--- src/design/dcpc_pkg.sv ---
// Purpose: Shared constants and types for the DAC calibration/power-down controller
// Assumes: 100 MHz system clock, 3-wire serial port to the converter
// Notes:   Device offsets are 5-bit serial-port register addresses
package dcpc_pkg;
  // Device register addresses
  localparam logic [4:0] DEV_PD         = 5'h00;
  localparam logic [4:0] DEV_CFG        = 5'h02;
  localparam logic [4:0] DEV_DIV        = 5'h0E;
  localparam logic [4:0] DEV_CAL        = 5'h0F;
  localparam logic [4:0] DEV_CADDR      = 5'h10;
  localparam logic [4:0] DEV_CDATA      = 5'h11;
  // Calibration control values and bits
  localparam logic [7:0] CAL_START      = 8'h40;
  localparam logic [7:0] CAL_RDREQ      = 8'h04;
  localparam logic [7:0] CAL_WREN       = 8'h08;
  localparam logic [7:0] CAL_IDLE       = 8'h00;
  localparam int         CAL_DONE_BIT   = 7;
  localparam int         CFG_CALEN_BIT  = 0;
  localparam int         PD_CLKOFF_BIT  = 1;
  localparam int         PD_SLEEP_BIT   = 2;
  localparam int         PD_FULL_BIT    = 3;
  localparam int         DIV_W          = 3;
  // Coefficient store
  localparam int         NUM_COEF       = 33;
  localparam logic [5:0] LAST_COEF      = 6'h20;
  // Avalon byte offsets
  localparam logic [8:0] A_CMD          = 9'h000;
  localparam logic [8:0] A_CFG          = 9'h004;
  localparam logic [8:0] A_STAT         = 9'h008;
  localparam logic [8:0] A_WAIT         = 9'h00C;
  localparam logic [8:0] A_COEF         = 9'h100;
  // Command codes
  localparam logic [2:0] CMD_CAL        = 3'h1;
  localparam logic [2:0] CMD_RD         = 3'h2;
  localparam logic [2:0] CMD_WR         = 3'h3;
  localparam logic [2:0] CMD_PD         = 3'h4;
  // CFG field positions
  localparam int         CFG_PD_LSB     = 1;
  localparam int         CFG_DIV_LSB    = 4;
  localparam int         CFG_HI_LSB     = 9;
  // Timing
  localparam int         SYS_MHZ        = 100;
  localparam int         DAC_MIN_MHZ    = 10;
  localparam int         COEF_WAIT_SMP  = 160;
  localparam int         CAL_CYCLES     = 4500;
  localparam logic [15:0] WAIT_RESET    =
    16'((COEF_WAIT_SMP * SYS_MHZ + DAC_MIN_MHZ - 1) / DAC_MIN_MHZ);
  localparam logic [3:0] SPI_HALF       = 4'h4;
  localparam logic [4:0] SPI_BITS       = 5'h10;
  localparam logic [4:0] SPI_DATA_BIT   = 5'h08;

  typedef struct packed {
    logic       rd;
    logic [4:0] addr;
    logic [7:0] wdata;
  } dcpc_spi_req_t;
endpackage

--- src/design/dcpc_spi.sv ---
// Purpose: Serial port master for one 16-bit register access
// Assumes: Instruction byte {rd,2'b00,addr}, MSB first, device samples on rising sclk
// Notes:   SDIO is released during the data byte of a read
`timescale 1ns/1ns
module dcpc_spi
  import dcpc_pkg::*;
(
  input  wire logic          clk,
  input  wire logic          rstn,
  input  wire logic          start,
  input  wire dcpc_spi_req_t req,
  output logic               busy,
  output logic               done,
  output logic [7:0]         rdata,
  output logic               sclk,
  output logic               csb,
  output logic               sdio_o,
  output logic               sdio_oe,
  input  wire logic          sdio_i
);
  logic [3:0]  tick_cnt,  next_tick_cnt;
  logic [4:0]  bit_cnt,   next_bit_cnt;
  logic [15:0] shift,     next_shift;
  logic        rd,        next_rd;
  logic        next_busy, next_done, next_sclk, next_csb, next_sdio_o, next_sdio_oe;
  logic [7:0]  next_rdata;
  logic        tick;

  always_comb begin
    tick          = (tick_cnt == SPI_HALF - 4'h1);
    next_tick_cnt = (busy && !tick) ? tick_cnt + 4'h1 : 4'h0;
    next_bit_cnt  = bit_cnt;
    next_shift    = shift;
    next_rd       = rd;
    next_busy     = busy;
    next_done     = 1'b0;
    next_sclk     = sclk;
    next_csb      = csb;
    next_sdio_o   = sdio_o;
    next_sdio_oe  = sdio_oe;
    next_rdata    = rdata;
    if (!busy && start) begin
      next_busy    = 1'b1;
      next_csb     = 1'b0;
      next_rd      = req.rd;
      next_shift   = {req.rd, 2'b00, req.addr, req.wdata};
      next_sdio_o  = req.rd;
      next_sdio_oe = 1'b1;
      next_bit_cnt = 5'h00;
    end else if (busy && tick) begin
      if (!sclk) begin
        next_sclk = 1'b1;
        if (rd && bit_cnt >= SPI_DATA_BIT) begin
          next_rdata = {rdata[6:0], sdio_i};
        end
      end else begin
        next_sclk    = 1'b0;
        next_bit_cnt = bit_cnt + 5'h01;
        next_shift   = {shift[14:0], 1'b0};
        next_sdio_o  = shift[14];
        next_sdio_oe = !(rd && (bit_cnt + 5'h01) >= SPI_DATA_BIT);
        if (bit_cnt == SPI_BITS - 5'h01) begin
          next_busy    = 1'b0;
          next_done    = 1'b1;
          next_csb     = 1'b1;
          next_sdio_oe = 1'b0;
          next_sdio_o  = 1'b0;
        end
      end
    end
  end

  always_ff @(posedge clk) begin
    if (!rstn) begin
      tick_cnt <= 4'h0;
      bit_cnt  <= 5'h00;
      shift    <= 16'h0000;
      rd       <= 1'b0;
      busy     <= 1'b0;
      done     <= 1'b0;
      sclk     <= 1'b0;
      csb      <= 1'b1;
      sdio_o   <= 1'b0;
      sdio_oe  <= 1'b0;
      rdata    <= 8'h00;
    end else begin
      tick_cnt <= next_tick_cnt;
      bit_cnt  <= next_bit_cnt;
      shift    <= next_shift;
      rd       <= next_rd;
      busy     <= next_busy;
      done     <= next_done;
      sclk     <= next_sclk;
      csb      <= next_csb;
      sdio_o   <= next_sdio_o;
      sdio_oe  <= next_sdio_oe;
      rdata    <= next_rdata;
    end
  end
endmodule

--- src/design/dcpc_ctrl.sv ---
// Purpose: Host controller running calibration, coefficient transfer and power-down
// Assumes: Avalon-MM slave with waitrequest, one access answered per request
// Notes:   Commands issued while busy are ignored
//
// The Avalon-MM interface to the registers is this design's own decision.
`timescale 1ns/1ns
// What this block does
// - Host programs divider below 10 MHz
// - Calibration clock enabled around every calibration, read and write procedure (not power-down)
// - Writing 0x40 starts self-calibration
// - Write 0x00 before clock disable
// - Address at 0x10, data at 0x11
// - Read: address, 0x04 request, wait, read
// - Clear read request before next address
// - Write: 0x08 enable, then address, value
// - Step address by one over 33
// - Clear write enable, then clock off
module dcpc_ctrl
  import dcpc_pkg::*;
(
  input  wire logic        clk,
  input  wire logic        rstn,
  input  wire logic [8:0]  avs_address,
  input  wire logic        avs_read,
  input  wire logic        avs_write,
  input  wire logic [31:0] avs_writedata,
  output logic [31:0]      avs_readdata,
  output logic             avs_waitrequest,
  output logic             dac_sclk,
  output logic             dac_csb,
  output logic             dac_sdio_o,
  output logic             dac_sdio_oe,
  input  wire logic        dac_sdio_i
);
  typedef enum logic [4:0] {
    S_IDLE, S_PD, S_CLKON, S_DIVW, S_CALGO, S_CALWAIT, S_CALPOLL,
    S_RADDR, S_RREQ, S_RWAIT, S_RDATA, S_RCLR,
    S_WEN, S_WADDR, S_WDATA, S_WWAIT, S_CTLCLR, S_CLKOFF
  } dcpc_state_t;

  dcpc_state_t   state, next_state;
  logic [2:0]    op, next_op;
  logic [2:0]    pd_bits, next_pd_bits;
  logic [2:0]    cal_clock_divider_select, next_cal_clock_divider_select;
  logic [6:0]    cfg_hi, next_cfg_hi;
  logic [15:0]   wait_cyc, next_wait_cyc;
  logic [15:0]   wait_cnt, next_wait_cnt;
  logic [5:0]    idx, next_idx;
  logic          pend, next_pend;
  logic          cal_done_flag, next_cal_done_flag;
  logic          op_done, next_op_done;
  logic          next_waitrequest;
  logic [31:0]   next_readdata;
  logic          spi_start, spi_busy, spi_done, access;
  logic [7:0]    spi_rdata;
  dcpc_spi_req_t spi_req;
  logic [7:0]    coef_mem [NUM_COEF];
  logic          mem_we;
  logic [5:0]    mem_addr;
  logic [7:0]    mem_wdata;
  logic          bus_rd, bus_wr;
  logic [5:0]    bus_idx;

  function automatic logic is_coef(input logic [8:0] a);
    return (a >= A_COEF) && (a < A_COEF + 9'(4 * NUM_COEF));
  endfunction

  function automatic logic [5:0] coef_idx(input logic [8:0] a);
    logic [8:0] d;
    d = a - A_COEF;
    return d[7:2];
  endfunction

  assign spi_start = access && !pend;

  dcpc_spi u_spi (
    .clk     (clk),
    .rstn    (rstn),
    .start   (spi_start),
    .req     (spi_req),
    .busy    (spi_busy),
    .done    (spi_done),
    .rdata   (spi_rdata),
    .sclk    (dac_sclk),
    .csb     (dac_csb),
    .sdio_o  (dac_sdio_o),
    .sdio_oe (dac_sdio_oe),
    .sdio_i  (dac_sdio_i)
  );

  // Bus decode and register file
  always_comb begin
    bus_rd                        = avs_read && avs_waitrequest;
    bus_wr                        = avs_write && !avs_waitrequest;
    bus_idx                       = coef_idx(avs_address);
    next_waitrequest              = !((avs_read || avs_write) && avs_waitrequest);
    next_readdata                 = avs_readdata;
    next_pd_bits                  = pd_bits;
    next_cal_clock_divider_select = cal_clock_divider_select;
    next_cfg_hi                   = cfg_hi;
    next_wait_cyc                 = wait_cyc;
    if (bus_rd) begin
      next_readdata = 32'h0000_0000;
      if (avs_address == A_CFG) begin
        next_readdata = {16'h0000, cfg_hi, 1'b0, 1'b0, cal_clock_divider_select,
                         pd_bits, 1'b0};
      end else if (avs_address == A_STAT) begin
        next_readdata = {29'h0000_0000, op_done, cal_done_flag, state != S_IDLE};
      end else if (avs_address == A_WAIT) begin
        next_readdata = {16'h0000, wait_cyc};
      end else if (is_coef(avs_address)) begin
        next_readdata = {24'h00_0000, coef_mem[bus_idx]};
      end
    end
    if (bus_wr && state == S_IDLE) begin
      if (avs_address == A_CFG) begin
        next_pd_bits                  = avs_writedata[CFG_PD_LSB +: 3];
        next_cal_clock_divider_select = avs_writedata[CFG_DIV_LSB +: DIV_W];
        next_cfg_hi                   = avs_writedata[CFG_HI_LSB +: 7];
      end else if (avs_address == A_WAIT) begin
        next_wait_cyc = (avs_writedata[15:0] == 16'h0000) ? 16'h0001 : avs_writedata[15:0];
      end
    end
  end

  // Sequencer
  always_comb begin
    next_state         = state;
    next_op            = op;
    next_wait_cnt      = wait_cnt;
    next_idx           = idx;
    next_pend          = pend;
    next_cal_done_flag = cal_done_flag;
    next_op_done       = op_done;
    mem_we             = 1'b0;
    mem_addr           = idx;
    mem_wdata          = spi_rdata;
    access             = 1'b0;
    spi_req            = '{rd: 1'b0, addr: DEV_PD, wdata: 8'h00};
    if (spi_start) begin
      next_pend = 1'b1;
    end
    if (spi_done) begin
      next_pend = 1'b0;
    end
    unique case (state)
      S_IDLE: begin
        next_idx = 6'h00;
        if (bus_wr && avs_address == A_CMD) begin
          next_op      = avs_writedata[2:0];
          next_op_done = 1'b0;
          if (avs_writedata[2:0] == CMD_PD) begin
            next_state = S_PD;
          end else if (avs_writedata[2:0] == CMD_CAL ||
                       avs_writedata[2:0] == CMD_RD ||
                       avs_writedata[2:0] == CMD_WR) begin
            next_state = S_CLKON;
          end
          if (avs_writedata[2:0] == CMD_CAL) begin
            next_cal_done_flag = 1'b0;
          end
        end
      end
      S_PD: begin
        access  = 1'b1;
        spi_req = '{rd: 1'b0, addr: DEV_PD, wdata: {4'h0, pd_bits, 1'b0}};
        if (spi_done) begin
          next_state   = S_IDLE;
          next_op_done = 1'b1;
        end
      end
      S_CLKON: begin
        access  = 1'b1;
        spi_req = '{rd: 1'b0, addr: DEV_CFG, wdata: {cfg_hi, 1'b1}};
        if (spi_done) begin
          next_state = (op == CMD_CAL) ? S_DIVW : (op == CMD_RD) ? S_RADDR : S_WEN;
        end
      end
      S_DIVW: begin
        access  = 1'b1;
        spi_req = '{rd: 1'b0, addr: DEV_DIV, wdata: {5'h00, cal_clock_divider_select}};
        if (spi_done) begin
          next_state = S_CALGO;
        end
      end
      S_CALGO: begin
        access  = 1'b1;
        spi_req = '{rd: 1'b0, addr: DEV_CAL, wdata: CAL_START};
        if (spi_done) begin
          next_state    = S_CALWAIT;
          next_wait_cnt = wait_cyc;
        end
      end
      S_CALWAIT: begin
        next_wait_cnt = wait_cnt - 16'h0001;
        if (wait_cnt <= 16'h0001) begin
          next_state = S_CALPOLL;
        end
      end
      S_CALPOLL: begin
        access  = 1'b1;
        spi_req = '{rd: 1'b1, addr: DEV_CAL, wdata: 8'h00};
        if (spi_done) begin
          if (spi_rdata[CAL_DONE_BIT]) begin
            next_cal_done_flag = 1'b1;
            next_state         = S_CTLCLR;
          end else begin
            next_state    = S_CALWAIT;
            next_wait_cnt = wait_cyc;
          end
        end
      end
      S_RADDR: begin
        access  = 1'b1;
        spi_req = '{rd: 1'b0, addr: DEV_CADDR, wdata: {2'b00, idx}};
        if (spi_done) begin
          next_state = S_RREQ;
        end
      end
      S_RREQ: begin
        access  = 1'b1;
        spi_req = '{rd: 1'b0, addr: DEV_CAL, wdata: CAL_RDREQ};
        if (spi_done) begin
          next_state    = S_RWAIT;
          next_wait_cnt = wait_cyc;
        end
      end
      S_RWAIT: begin
        next_wait_cnt = wait_cnt - 16'h0001;
        if (wait_cnt <= 16'h0001) begin
          next_state = S_RDATA;
        end
      end
      S_RDATA: begin
        access  = 1'b1;
        spi_req = '{rd: 1'b1, addr: DEV_CDATA, wdata: 8'h00};
        if (spi_done) begin
          mem_we     = 1'b1;
          next_state = S_RCLR;
        end
      end
      S_RCLR: begin
        access  = 1'b1;
        spi_req = '{rd: 1'b0, addr: DEV_CAL, wdata: CAL_IDLE};
        if (spi_done) begin
          next_idx   = idx + 6'h01;
          next_state = (idx == LAST_COEF) ? S_CLKOFF : S_RADDR;
        end
      end
      S_WEN: begin
        access  = 1'b1;
        spi_req = '{rd: 1'b0, addr: DEV_CAL, wdata: CAL_WREN};
        if (spi_done) begin
          next_state = S_WADDR;
        end
      end
      S_WADDR: begin
        access  = 1'b1;
        spi_req = '{rd: 1'b0, addr: DEV_CADDR, wdata: {2'b00, idx}};
        if (spi_done) begin
          next_state = S_WDATA;
        end
      end
      S_WDATA: begin
        access  = 1'b1;
        spi_req = '{rd: 1'b0, addr: DEV_CDATA, wdata: coef_mem[idx]};
        if (spi_done) begin
          next_state    = S_WWAIT;
          next_wait_cnt = wait_cyc;
        end
      end
      S_WWAIT: begin
        next_wait_cnt = wait_cnt - 16'h0001;
        if (wait_cnt <= 16'h0001) begin
          next_idx   = idx + 6'h01;
          next_state = (idx == LAST_COEF) ? S_CTLCLR : S_WADDR;
        end
      end
      S_CTLCLR: begin
        access  = 1'b1;
        spi_req = '{rd: 1'b0, addr: DEV_CAL, wdata: CAL_IDLE};
        if (spi_done) begin
          next_state = S_CLKOFF;
        end
      end
      S_CLKOFF: begin
        access  = 1'b1;
        spi_req = '{rd: 1'b0, addr: DEV_CFG, wdata: {cfg_hi, 1'b0}};
        if (spi_done) begin
          next_state   = S_IDLE;
          next_op_done = 1'b1;
        end
      end
    endcase
    if (bus_wr && state == S_IDLE && is_coef(avs_address)) begin
      mem_we    = 1'b1;
      mem_addr  = bus_idx;
      mem_wdata = avs_writedata[7:0];
    end
  end

  always_ff @(posedge clk) begin
    if (mem_we) begin
      coef_mem[mem_addr] <= mem_wdata;
    end
  end

  always_ff @(posedge clk) begin
    if (!rstn) begin
      state                    <= S_IDLE;
      op                       <= 3'h0;
      pd_bits                  <= 3'h0;
      cal_clock_divider_select <= 3'h0;
      cfg_hi                   <= 7'h00;
      wait_cyc                 <= WAIT_RESET;
      wait_cnt                 <= 16'h0000;
      idx                      <= 6'h00;
      pend                     <= 1'b0;
      cal_done_flag            <= 1'b0;
      op_done                  <= 1'b0;
      avs_waitrequest          <= 1'b1;
      avs_readdata             <= 32'h0000_0000;
    end else begin
      state                    <= next_state;
      op                       <= next_op;
      pd_bits                  <= next_pd_bits;
      cal_clock_divider_select <= next_cal_clock_divider_select;
      cfg_hi                   <= next_cfg_hi;
      wait_cyc                 <= next_wait_cyc;
      wait_cnt                 <= next_wait_cnt;
      idx                      <= next_idx;
      pend                     <= next_pend;
      cal_done_flag            <= next_cal_done_flag;
      op_done                  <= next_op_done;
      avs_waitrequest          <= next_waitrequest;
      avs_readdata             <= next_readdata;
    end
  end
endmodule

--- config.mk ---
export PLATFORM = sky130hd
export DESIGN_NAME = dcpc_ctrl
export DESIGN_NICKNAME = d
export VERILOG_FILES = /design/src/design/dcpc_pkg.sv /design/src/design/dcpc_spi.sv /design/src/design/dcpc_ctrl.sv
export SDC_FILE = /design/constraint.sdc
export NUM_CORES = 1
export LEC_CHECK = 0
export BUFFER_PORTS_ARGS = -buffer_cell sky130_fd_sc_hd__buf_4
export CORE_MARGIN = 2
export CORE_UTILIZATION = 25
export CTS_CLUSTER_DIAMETER = 40
export DETAILED_ROUTE_END_ITERATION = 6
export GPL_ROUTABILITY_DRIVEN = 1
export PLACE_DENSITY = 0.4
export SYNTH_ARGS = -nofsm -noshare
export SYNTH_HDL_FRONTEND = slang
export SYNTH_SLANG_ARGS = --single-unit
--- constraint.sdc ---
create_clock -name clk -period 4.8 [get_ports clk]
set_input_delay 1.2 -clock clk [delete_from_list [all_inputs] [get_ports clk]]
set_output_delay 1.2 -clock clk [all_outputs]
set_load 0.03 [all_outputs]
==> results of run 1 <==
==> power breakdown <==
group / internal [W] / switching, W / leakage, nW / total [W]
clock network: 0.00321 / 0.00184 / 1.18 / 0.00505
logic: 0.000445 / 0.000869 / 3.09 / 0.00131
registers: 0.00365 / 0.0000866 / 3.44 / 0.00373
total: 0.00730 / 0.00280 / 7.71 / 0.0101
==> path summary, 6_finish.rpt <==
check	endpoint	start	cells after the start	slack (ns)
min	u_spi.tick_cnt[0]$_SDFF_PN0_	u_spi.tick_cnt[0]$_SDFF_PN0_	1	0.44
min reg2reg	u_spi.tick_cnt[0]$_SDFF_PN0_	u_spi.tick_cnt[0]$_SDFF_PN0_	1	0.44
max	coef_mem[16][2]$_DFFE_PP_	state[3]$_SDFFE_PN0P_	8	1.28
max reg2reg	coef_mem[16][2]$_DFFE_PP_	state[3]$_SDFFE_PN0P_	8	1.28
==> worst max-delay path: stages (launching register included) <==
cell and delay [ns]:
dfxtp_1 0.57, nor3_2 0.51, nand2_1 0.34, nand4b_1 0.30
buf_4 0.22, nor4b_1 0.15, a31oi_1 0.80, nor2_1 0.12
buf_4 0.24
==> registers in the layout, indices dropped and copies added (netlist names), 3 cells and up, named ones only <==
register                  cells
coef_mem                    264
cfg_hi                        7
u_spi.rdata                   8
wait_cyc                     16
wait_cnt                     16
avs_readdata                 16
state                         5
cal_clock_divider_select      3
op                            3
u_spi.tick_cnt                4
pd_bits                       3
idx                           6
u_spi.shift                  15
u_spi.bit_cnt                 5
==> through the flow <==
stage / setup slack (ns) / std cells / hold WS (ns) / instance area, sq um
after floorplan: 0.5779 / 1479 / 0.4176 / 18970
after global placement: 0.8043 / 2462 / 0.4287 / 20640
after detailed placement: 0.7180 / 2462 / 0.4443 / 20640
after CTS: 1.367 / 2592 / 0.4490 / 23070
after global routing: 1.139 / 2592 / 0.4629 / 23070
final: 1.282 / 2597 / 0.4436 / 23080
==> final cells by class <==
| class | count | area (sq um) | share of cell area (%) |
|---|---|---|---|
| Clock buffer | 82 | 1942 | 8.414 |
| Clock inverter | 48 | 486.7 | 2.109 |
| Sequential cell | 388 | 10420 | 45.13 |
| Tap cell | 969 | 1212 | 5.253 |
| Inverter | 25 | 93.84 | 0.4066 |
| Multi-Input combinational cell | 948 | 7886 | 34.17 |
| Antenna cell | 5 | 12.51 | 0.05422 |
| Timing Repair Buffer | 132 | 1028 | 4.457 |
==> cells in the final DEF, fill, tap and decap left out, types with 9 or more instances in the layout <==
master / n
mux4_2: 124
nor2_1: 136
mux2_2: 12
buf_4: 129
a221oi_1: 24
a211oi_1: 19
nor3_1: 39
nand2_1: 121
nor2b_1: 23
nand3_1: 24
a22oi_1: 16
a21oi_1: 50
conb_1: 16
and3_1: 10
nor4b_1: 9
a31oi_1: 23
mux2i_1: 72
nor4_1: 9
clkinv_2: 10
clkinv_4: 9
inv_1: 23
o211ai_1: 13
edfxtp_1: 264
o21ai_0: 50
nand2b_1: 9
dfxtp_1: 121
and2_1: 11
clkbuf_16: 74
==> metal layers <==
| layer | vias to the layer above | wire length, microns | global-route usage, % |
|---|---|---|---|
| met1 | 6937 | 30540 | 23.72 |
| met5 | - | 13 | 0 |
| met2 | 426 | 30060 | 26.47 |
| li1 | 5955 | - | - |
| met3 | 102 | 3530 | 3.506 |
| met4 | 2 | 1687 | 4.963 |
==> logic make-up after synthesis <==
logic type | after synthesis | synth area share (%)
AOI/OAI and AO/OA | 275 | 10.12
xor gates and xnor gates | 14 | 0.6484
adders and majority gates | 7 | 0.4631
buffers and inverters | 143 | 3.626
DFF | 388 | 55.05
muxes | 208 | 19.29
other | 1 | 0.01983
and+or+nand+nor | 428 | 10.78
==> flow_summary.ini, run 1 <==
[status]
status = finished with violations
violations = antenna rules

[logic_synthesis]
ys_ff_latch = 388
syn_area_sq_um = 18910
synthTopCellsByCount = edfxtp_1 (264), nor2_1 (136), dfxtp_1 (124), mux4_2 (124), nand2_1 (121)
yosys_warnings = 0
synth.top_cell.area_share_pct = 41.92
async_flop_share_pct = 0
synth_cell_types = 76
synthFlopType = edfxtp_1
seq_area_frac_synth_pct = 55.05
avgSynthCellArea_sq_um = 12.92
synth_top_cell_by_area = edfxtp_1
yosysMostFrequentCell = edfxtp_1
synth.top_cells.by_area = edfxtp_1 (42%), mux4_2 (15%), dfxtp_1 (13%)
syn_inst = 1464
synth_edf_count = 264

[routing]
avgRoutedWirePerCell_microns = 25.35
via_per_inst = 5.168
ant_nets = 1
wirelength_mm = 65.84
drc = 0
drt_pass1_iterations = 5
drt_iter0_drc = 1204
vias = 13420

[global_route]
antenna_found_initial = 2
gr-total-overflow = 0
grt_util_all_layers_pct = 16.96
grt_max_degree = 61
grt_pass1_wl_mm = 96.40
grt_pass1_vias = 13540

[power]
p_total_w = 0.01010
p_leak_nw = 7.713
ir_worst_vdd_v = 0.0002284
p_per_area_nw_per_um2 = 437.7

[clocking]
cts_resized = 0
clockBufferDepth = 3
clock_latency_ns = 0.61
post_cts_buffers = 0
htreeDepth = 3
holdBufCountCts = 0
cts_buffers = 72
cts_tree = built
clkSlewWorstSetupHoldPaths_ns = 0.04
cts.sinks = 388
clockRootBuffer = clkbuf_16

[flow_run]
drv_cap = 0

[sta]
worstMarginPinSlew_ns = 1.075
fmax_ghz = 0.2843
drv_slew = 0
rsz0062_at_grt = no
fin_worst_skew_ns = 0.01945
tns_ns = 0
period_needed_ns = 3.518
finalSetupViolations = 0
hold_viol_final = 0
fin_crit_sh_pct = 73.28
max-slew-margin-rel_pct = 27.99

[floorplanning]
die_area_sq_um = 77860
start_util_pct = 25.32
num_rows = 100
dieHeight_microns = 279.0
coreArea_sq_um = 74700
io_pins = 83
die_w_microns = 279.0

[critical_path]
critPathCaptureType = flip-flop
startpoint_type = flip-flop
arrival_ns = 3.87
required_ns = 5.15
worstPathMaxFanout = 21
crit_type = reg2reg

[placement]
dp_hpwl_mm = 44.53
portBuffers = 50
globalplace.congestion = 0.8626

[min_path]
hp-class = reg2reg

[finish]
nets = 1620
fin_util_pct = 30.90
nFillCells = 7498
drive_gt1_share_pct = 25.88
area_growth_pct = 22.04
(Power assumes the default switching activity.)
==> run 2: changes to the inputs <==
Clock period 4.8 ns to 3.6 ns, I/O delays scaled along.
==> run 2 against run 1 <==
  * The run now ends clean
  * Sequential cell count unchanged
  * Via count is 1.1% higher
  * Global-route usage up 0.19 points
  * Critical path type unchanged
==> flow_summary.ini, run 2 (same netlist as run 1, synthesis figures left out) <==
[clocking]
holdBufCountCts = 0
htreeDepth = 3
clockRootBuffer = clkbuf_16
cts_resized = 0
clockBufferDepth = 3
cts.sinks = 388
clkSlewWorstSetupHoldPaths_ns = 0.05
post_cts_buffers = 0
cts_tree = built
clock_latency_ns = 0.62
cts_buffers = 70

[finish]
antennaDiodeCount = 0
multi_input_comb_area_sq_um = 7886
drive_gt1_share_pct = 27.65
largest_register_ffs = 264
seqCellArea_sq_um = 10420
mostFrequentLayoutCells = edfxtp_1 (264), buf_4 (163), nor2_1 (136), mux4_2 (124)
nets = 1664
nFillCells = 7464
layout_commonest_cell = edfxtp_1
top_register = coef_mem
area_growth_pct = 24.06
fin_area_sq_um = 23460

[sta]
hold_viol_final = 0
fin_worst_skew_ns = 0.02867
worstMarginPinSlew_ns = 1.039
drv_slew = 0
max-slew-margin-rel_pct = 30.07
fin_crit_sh_pct = 88.59
rsz0062_at_grt = no
whs_ns = 0.4464
period_needed_ns = 3.189
finalSetupViolations = 0
fmax_ghz = 0.3136
tns_ns = 0

[placement]
placed_area_sq_um = 21130
globalplace.congestion = 0.8745
portBuffers = 50
dp_hpwl_mm = 46.48

[power]
p_per_area_nw_per_um2 = 566.9
p_leak_nw = 7.895
ir_worst_vdd_v = 0.0003193
p_total_w = 0.01330

[routing]
drt_pass1_iterations = 5
wirelength_mm = 66.90
via_per_inst = 5.149
avgRoutedWirePerCell_microns = 25.38
drt_iter0_drc = 1154
ant_nets = 0
drc = 0
vias = 13570

[critical_path]
r2r-start = u_spi.done$_SDFF_PP0_
crit_type = reg2reg
slowest_stage = or4_1
reg2reg_to = coef_mem[14][1]$_DFFE_PP_
crit_path_max_incr_delay_ns = 0.60
arrival_ns = 3.49
worstRegToRegCells = 7
cp_cell_sequence = or3b_1 -> or4_1 -> and2_1 -> o32ai_1 -> nand2_1 -> nor2_1 -> buf_4
critPathCaptureType = flip-flop
worstPathMaxFanout = 8
startpoint_type = flip-flop
ff2ff_setup_slack_ns = 0.41
required_ns = 3.90

[status]
status = finished, final reports clean

[min_path]
min_from = u_spi.shift[13]$_SDFFE_PP0P_
hold_end = u_spi.shift[14]$_SDFFE_PP0P_
min_path_cells = 2
hp-class = reg2reg

[global_route]
grt_pass1_vias = 13830
antenna_found_initial = 3
gr-total-overflow = 0
grt_util_all_layers_pct = 17.16
grt_pass1_wl_mm = 97.57
grt_max_degree = 61

[floorplanning]
die_w_microns = 279.0
num_rows = 100
io_pins = 83
die_area_sq_um = 77860
coreArea_sq_um = 74700
start_util_pct = 25.32
dieHeight_microns = 279.0

[flow_run]
drv_cap = 0
==> run 2: cell types whose count changed in the layout (fill, tap and decap cells not counted), moves of 3 or more <==
cell	previous run	this run
buf_4	129	163
buf_12	3	15
clkinvlp_4	8	15
clkbuf_1	2	7
clkinv_4	9	4
diode_2	5	0
clkbuf_16	74	71
clkinv_8	1	4
==> run 2: final cells by class <==
class	instances	area share, %
clock buffer	83	7.978
clock inverter	45	1.947
inverter	25	0.4000
multi-input combinational	948	33.61
sequential	388	44.40
tap	969	5.168
timing repair buffer	178	6.496
==> run 2: per-stage QoR <==
| step | worst slack, ns | cells | utilization, % |
|---|---|---|---|
| 2_1_floorplan | 0.2370 | 1479 | - |
| 3_3_place_gp | 0.1243 | 2508 | 28.29 |
| 3_5_place_dp | 0.1197 | 2508 | 28.29 |
| 4_1_cts | 0.5017 | 2636 | 31.41 |
| 5_1_grt | 0.3238 | 2636 | 31.41 |
| 6_report | 0.4109 | 2636 | 31.41 |
==> run 2: where the power goes <==
| group | internal (W) | switching [W] | total [W] |
|---|---|---|---|
| Sequential | 0.00486 | 0.000104 | 0.00496 |
| Clock | 0.00406 | 0.00241 | 0.00647 |
| Combinational | 0.000655 | 0.00121 | 0.00187 |
| Total | 0.00957 | 0.00373 | 0.0133 |
==> run 2: worst max-delay path, delay by kind of cell, from the launching register on <==
family,cells,cell delay (ns)
simple gates,5,1.83
compound gates,1,0.46
flops,1,0.37
buf+inv,1,0.22
==> run 2: worst max path at each step <==
stage | start | to | slack, ns
2_1_floorplan | avs_address[2] | coef_mem[20][0]$_DFFE_PP_ | 0.24
3_3_place_gp | avs_address[4] | coef_mem[15][7]$_DFFE_PP_ | 0.12
3_5_place_dp | avs_address[2] | avs_readdata[5]$_SDFFE_PN0P_ | 0.12
4_1_cts | u_spi.done$_SDFF_PP0_ | coef_mem[14][5]$_DFFE_PP_ | 0.50
5_1_grt | u_spi.done$_SDFF_PP0_ | coef_mem[31][3]$_DFFE_PP_ | 0.32
6_report | u_spi.done$_SDFF_PP0_ | coef_mem[14][1]$_DFFE_PP_ | 0.41
==> run 2: layer usage <==
| metal | GRT usage [%] | share of wire (%) | vias up |
|---|---|---|---|
| met5 | 0 | 0.019 | - |
| met4 | 5.942 | 3.0 | 2 |
| met3 | 3.364 | 5.8 | 108 |
| met2 | 26.97 | 46 | 416 |
| met1 | 23.58 | 45 | 7006 |
| li1 | - | - | 6042 |
==> run 3: changes to the inputs <==
Settings changed: PLACE_DENSITY 0.4 to default.
Clock period 3.6 ns to 3.45 ns, I/O delays scaled along.
==> run 3 against run 2 <==
  * Sequential cell count unchanged
  * Die area unchanged
  * Maximum frequency up 4.8%
  * Worst setup slack worse by 0.0036 ns
  * Critical path type unchanged
==> flow_summary.ini, run 3 (same netlist as run 1, synthesis figures left out) <==
[sta]
fin_worst_skew_ns = 0.03745
period_needed_ns = 3.043
worstMarginPinSlew_ns = 0.9120
max-slew-margin-rel_pct = 38.34
rsz0062_at_grt = no
fin_crit_sh_pct = 88.19
whs_ns = 0.4469
hold_viol_final = 0
finalSetupViolations = 0
drv_slew = 0
fmax_ghz = 0.3287
setup_ws_ns = 0.4073

[placement]
dp_cells = 2510
globalplace.congestion = 0.9659
dp_slack_ns = -0.01553
portBuffers = 50
dp_hpwl_mm = 41.28

[floorplanning]
die_area_sq_um = 77860
coreArea_sq_um = 74700
die_w_microns = 279.0
dieHeight_microns = 279.0
io_pins = 83
start_util_pct = 25.32
num_rows = 100

[clocking]
clockBufferDepth = 3
holdBufCountCts = 0
clockRootBuffer = clkbuf_16
htreeDepth = 2
clkSlewWorstSetupHoldPaths_ns = 0.05
cts_resized = 0
cts.sinks = 388
post_cts_buffers = 0
cts_buffers = 53
cts_tree = built
clock_latency_ns = 0.61

[global_route]
gr-total-overflow = 0
grt_max_degree = 70
grt_pass1_vias = 13650
grt_pass1_wl_mm = 89.36
antenna_found_initial = 0
grt_util_all_layers_pct = 15.24

[finish]
area_growth_pct = 21.37
antennaDiodeCount = 0
nets = 1649
drive_gt1_share_pct = 26.52
largest_register_ffs = 264
layout_commonest_cell = edfxtp_1
mostFrequentLayoutCells = edfxtp_1 (264), buf_4 (167), nor2_1 (136), mux4_2 (124)
fin_util_pct = 30.73
top_register = coef_mem
final_cells = 2609

[status]
status = finished, final reports clean

[power]
p_per_area_nw_per_um2 = 553.0
p_leak_nw = 7.699
ir_worst_vdd_v = 0.0003086
p_total_w = 0.01269

[min_path]
hp-class = reg2reg
min_path_cells = 1
hold_end = u_spi.tick_cnt[0]$_SDFF_PN0_
min_from = u_spi.tick_cnt[0]$_SDFF_PN0_

[routing]
met3_length_mm = 5.411
wl_met2_mm = 27.23
avgRoutedWirePerCell_microns = 22.89
via_per_inst = 5.286
wirelength_mm = 59.73
routedLengthMet1_mm = 25.31
ant_nets = 0
highest_layer = met4
drc = 0
vias = 13790
drt_iter0_drc = 1664
drt_pass1_iterations = 6

[critical_path]
worstPathMaxFanout = 23
crit_top_cell = buf_4
slowest_stage = a41oi_1
cp_cell_sequence = buf_4 -> nor2_1 -> buf_4 -> nand2_1 -> nand4b_1 -> buf_4 -> buf_4 -> a41oi_1 -> nor2_1 -> buf_4
startpoint_type = flip-flop
critPathCaptureType = flip-flop
ff2ff_setup_slack_ns = 0.41
arrival_ns = 3.40
reg2reg_to = coef_mem[20][0]$_DFFE_PP_
worstRegToRegCells = 10
r2r-start = state[4]$_SDFFE_PN0P_
crit_type = reg2reg
crit_path_max_incr_delay_ns = 0.67
required_ns = 3.80

[flow_run]
drv_cap = 0
## run 3: changes by cell type in the layout (fill, tap and decap cells not counted), moves of 2 or more
cell / change
buf_12: -2
buf_4: +4
bufinv_16: +2
clkbuf_1: -3
clkbuf_16: -16
clkbuf_8: -2
clkinv_8: -3
clkinvlp_4: -10
inv_6: -2
inv_8: +2
## run 3: cell type report
cell class,count,area [sq um]
timing repair buffer,180,1514
clock buffer,62,1433
sequential,388,10420
fill,7430,51740
multi-input combinational,948,7881
tap,969,1212
inverter,25,93.84
clock inverter,37,401.6
## run 3: power by group
part / internal (W) / switching (W) / total [W]
Clock: 0.00345 / 0.00217 / 0.00562
Combinational: 0.000687 / 0.00123 / 0.00192
Sequential: 0.00507 / 0.0000891 / 0.00516
Total: 0.00920 / 0.00349 / 0.0127
## run 3: how the worst max path moves through the flow
stage | startpoint | to | slack (ns) | depth (start not counted)
2_1_floorplan | avs_address[2] | coef_mem[20][0]$_DFFE_PP_ | 0.12 | 9
3_3_place_gp | avs_address[5] | coef_mem[22][1]$_DFFE_PP_ | -0.003 | 10
3_5_place_dp | avs_address[5] | coef_mem[20][7]$_DFFE_PP_ | -0.02 | 10
4_1_cts | flip-flop | u_spi.shift[0]$_SDFFE_PN0P_ | 0.41 | 7
5_1_grt | flip-flop | u_spi.shift[4]$_SDFFE_PN0P_ | 0.32 | 8
6_report | state[4]$_SDFFE_PN0P_ | coef_mem[20][0]$_DFFE_PP_ | 0.41 | 10
## run 3: worst max-delay path, delay by kind of cell (launching register included)
kind | cells | cell delay, ns
buffers and inverters | 5 | 1.00
AND/OR/NAND/NOR | 4 | 0.81
AO/OA/AOI/OAI | 1 | 0.67
flip-flops | 1 | 0.30
## run 3: per-layer routing
metal,track usage [%],up-vias
met4,5.101,0
li1,-,5990
met3,3.146,118
met5,0,-
met1,20.97,7013
met2,23.90,670
## run 3: per-stage QoR
step	cell area [sq um]	TNS, ns
2_1_floorplan	18970	0
3_3_place_gp	21120	-0.02441
3_5_place_dp	21120	-0.07717
4_1_cts	22950	0
5_1_grt	22950	0
6_report	22950	0
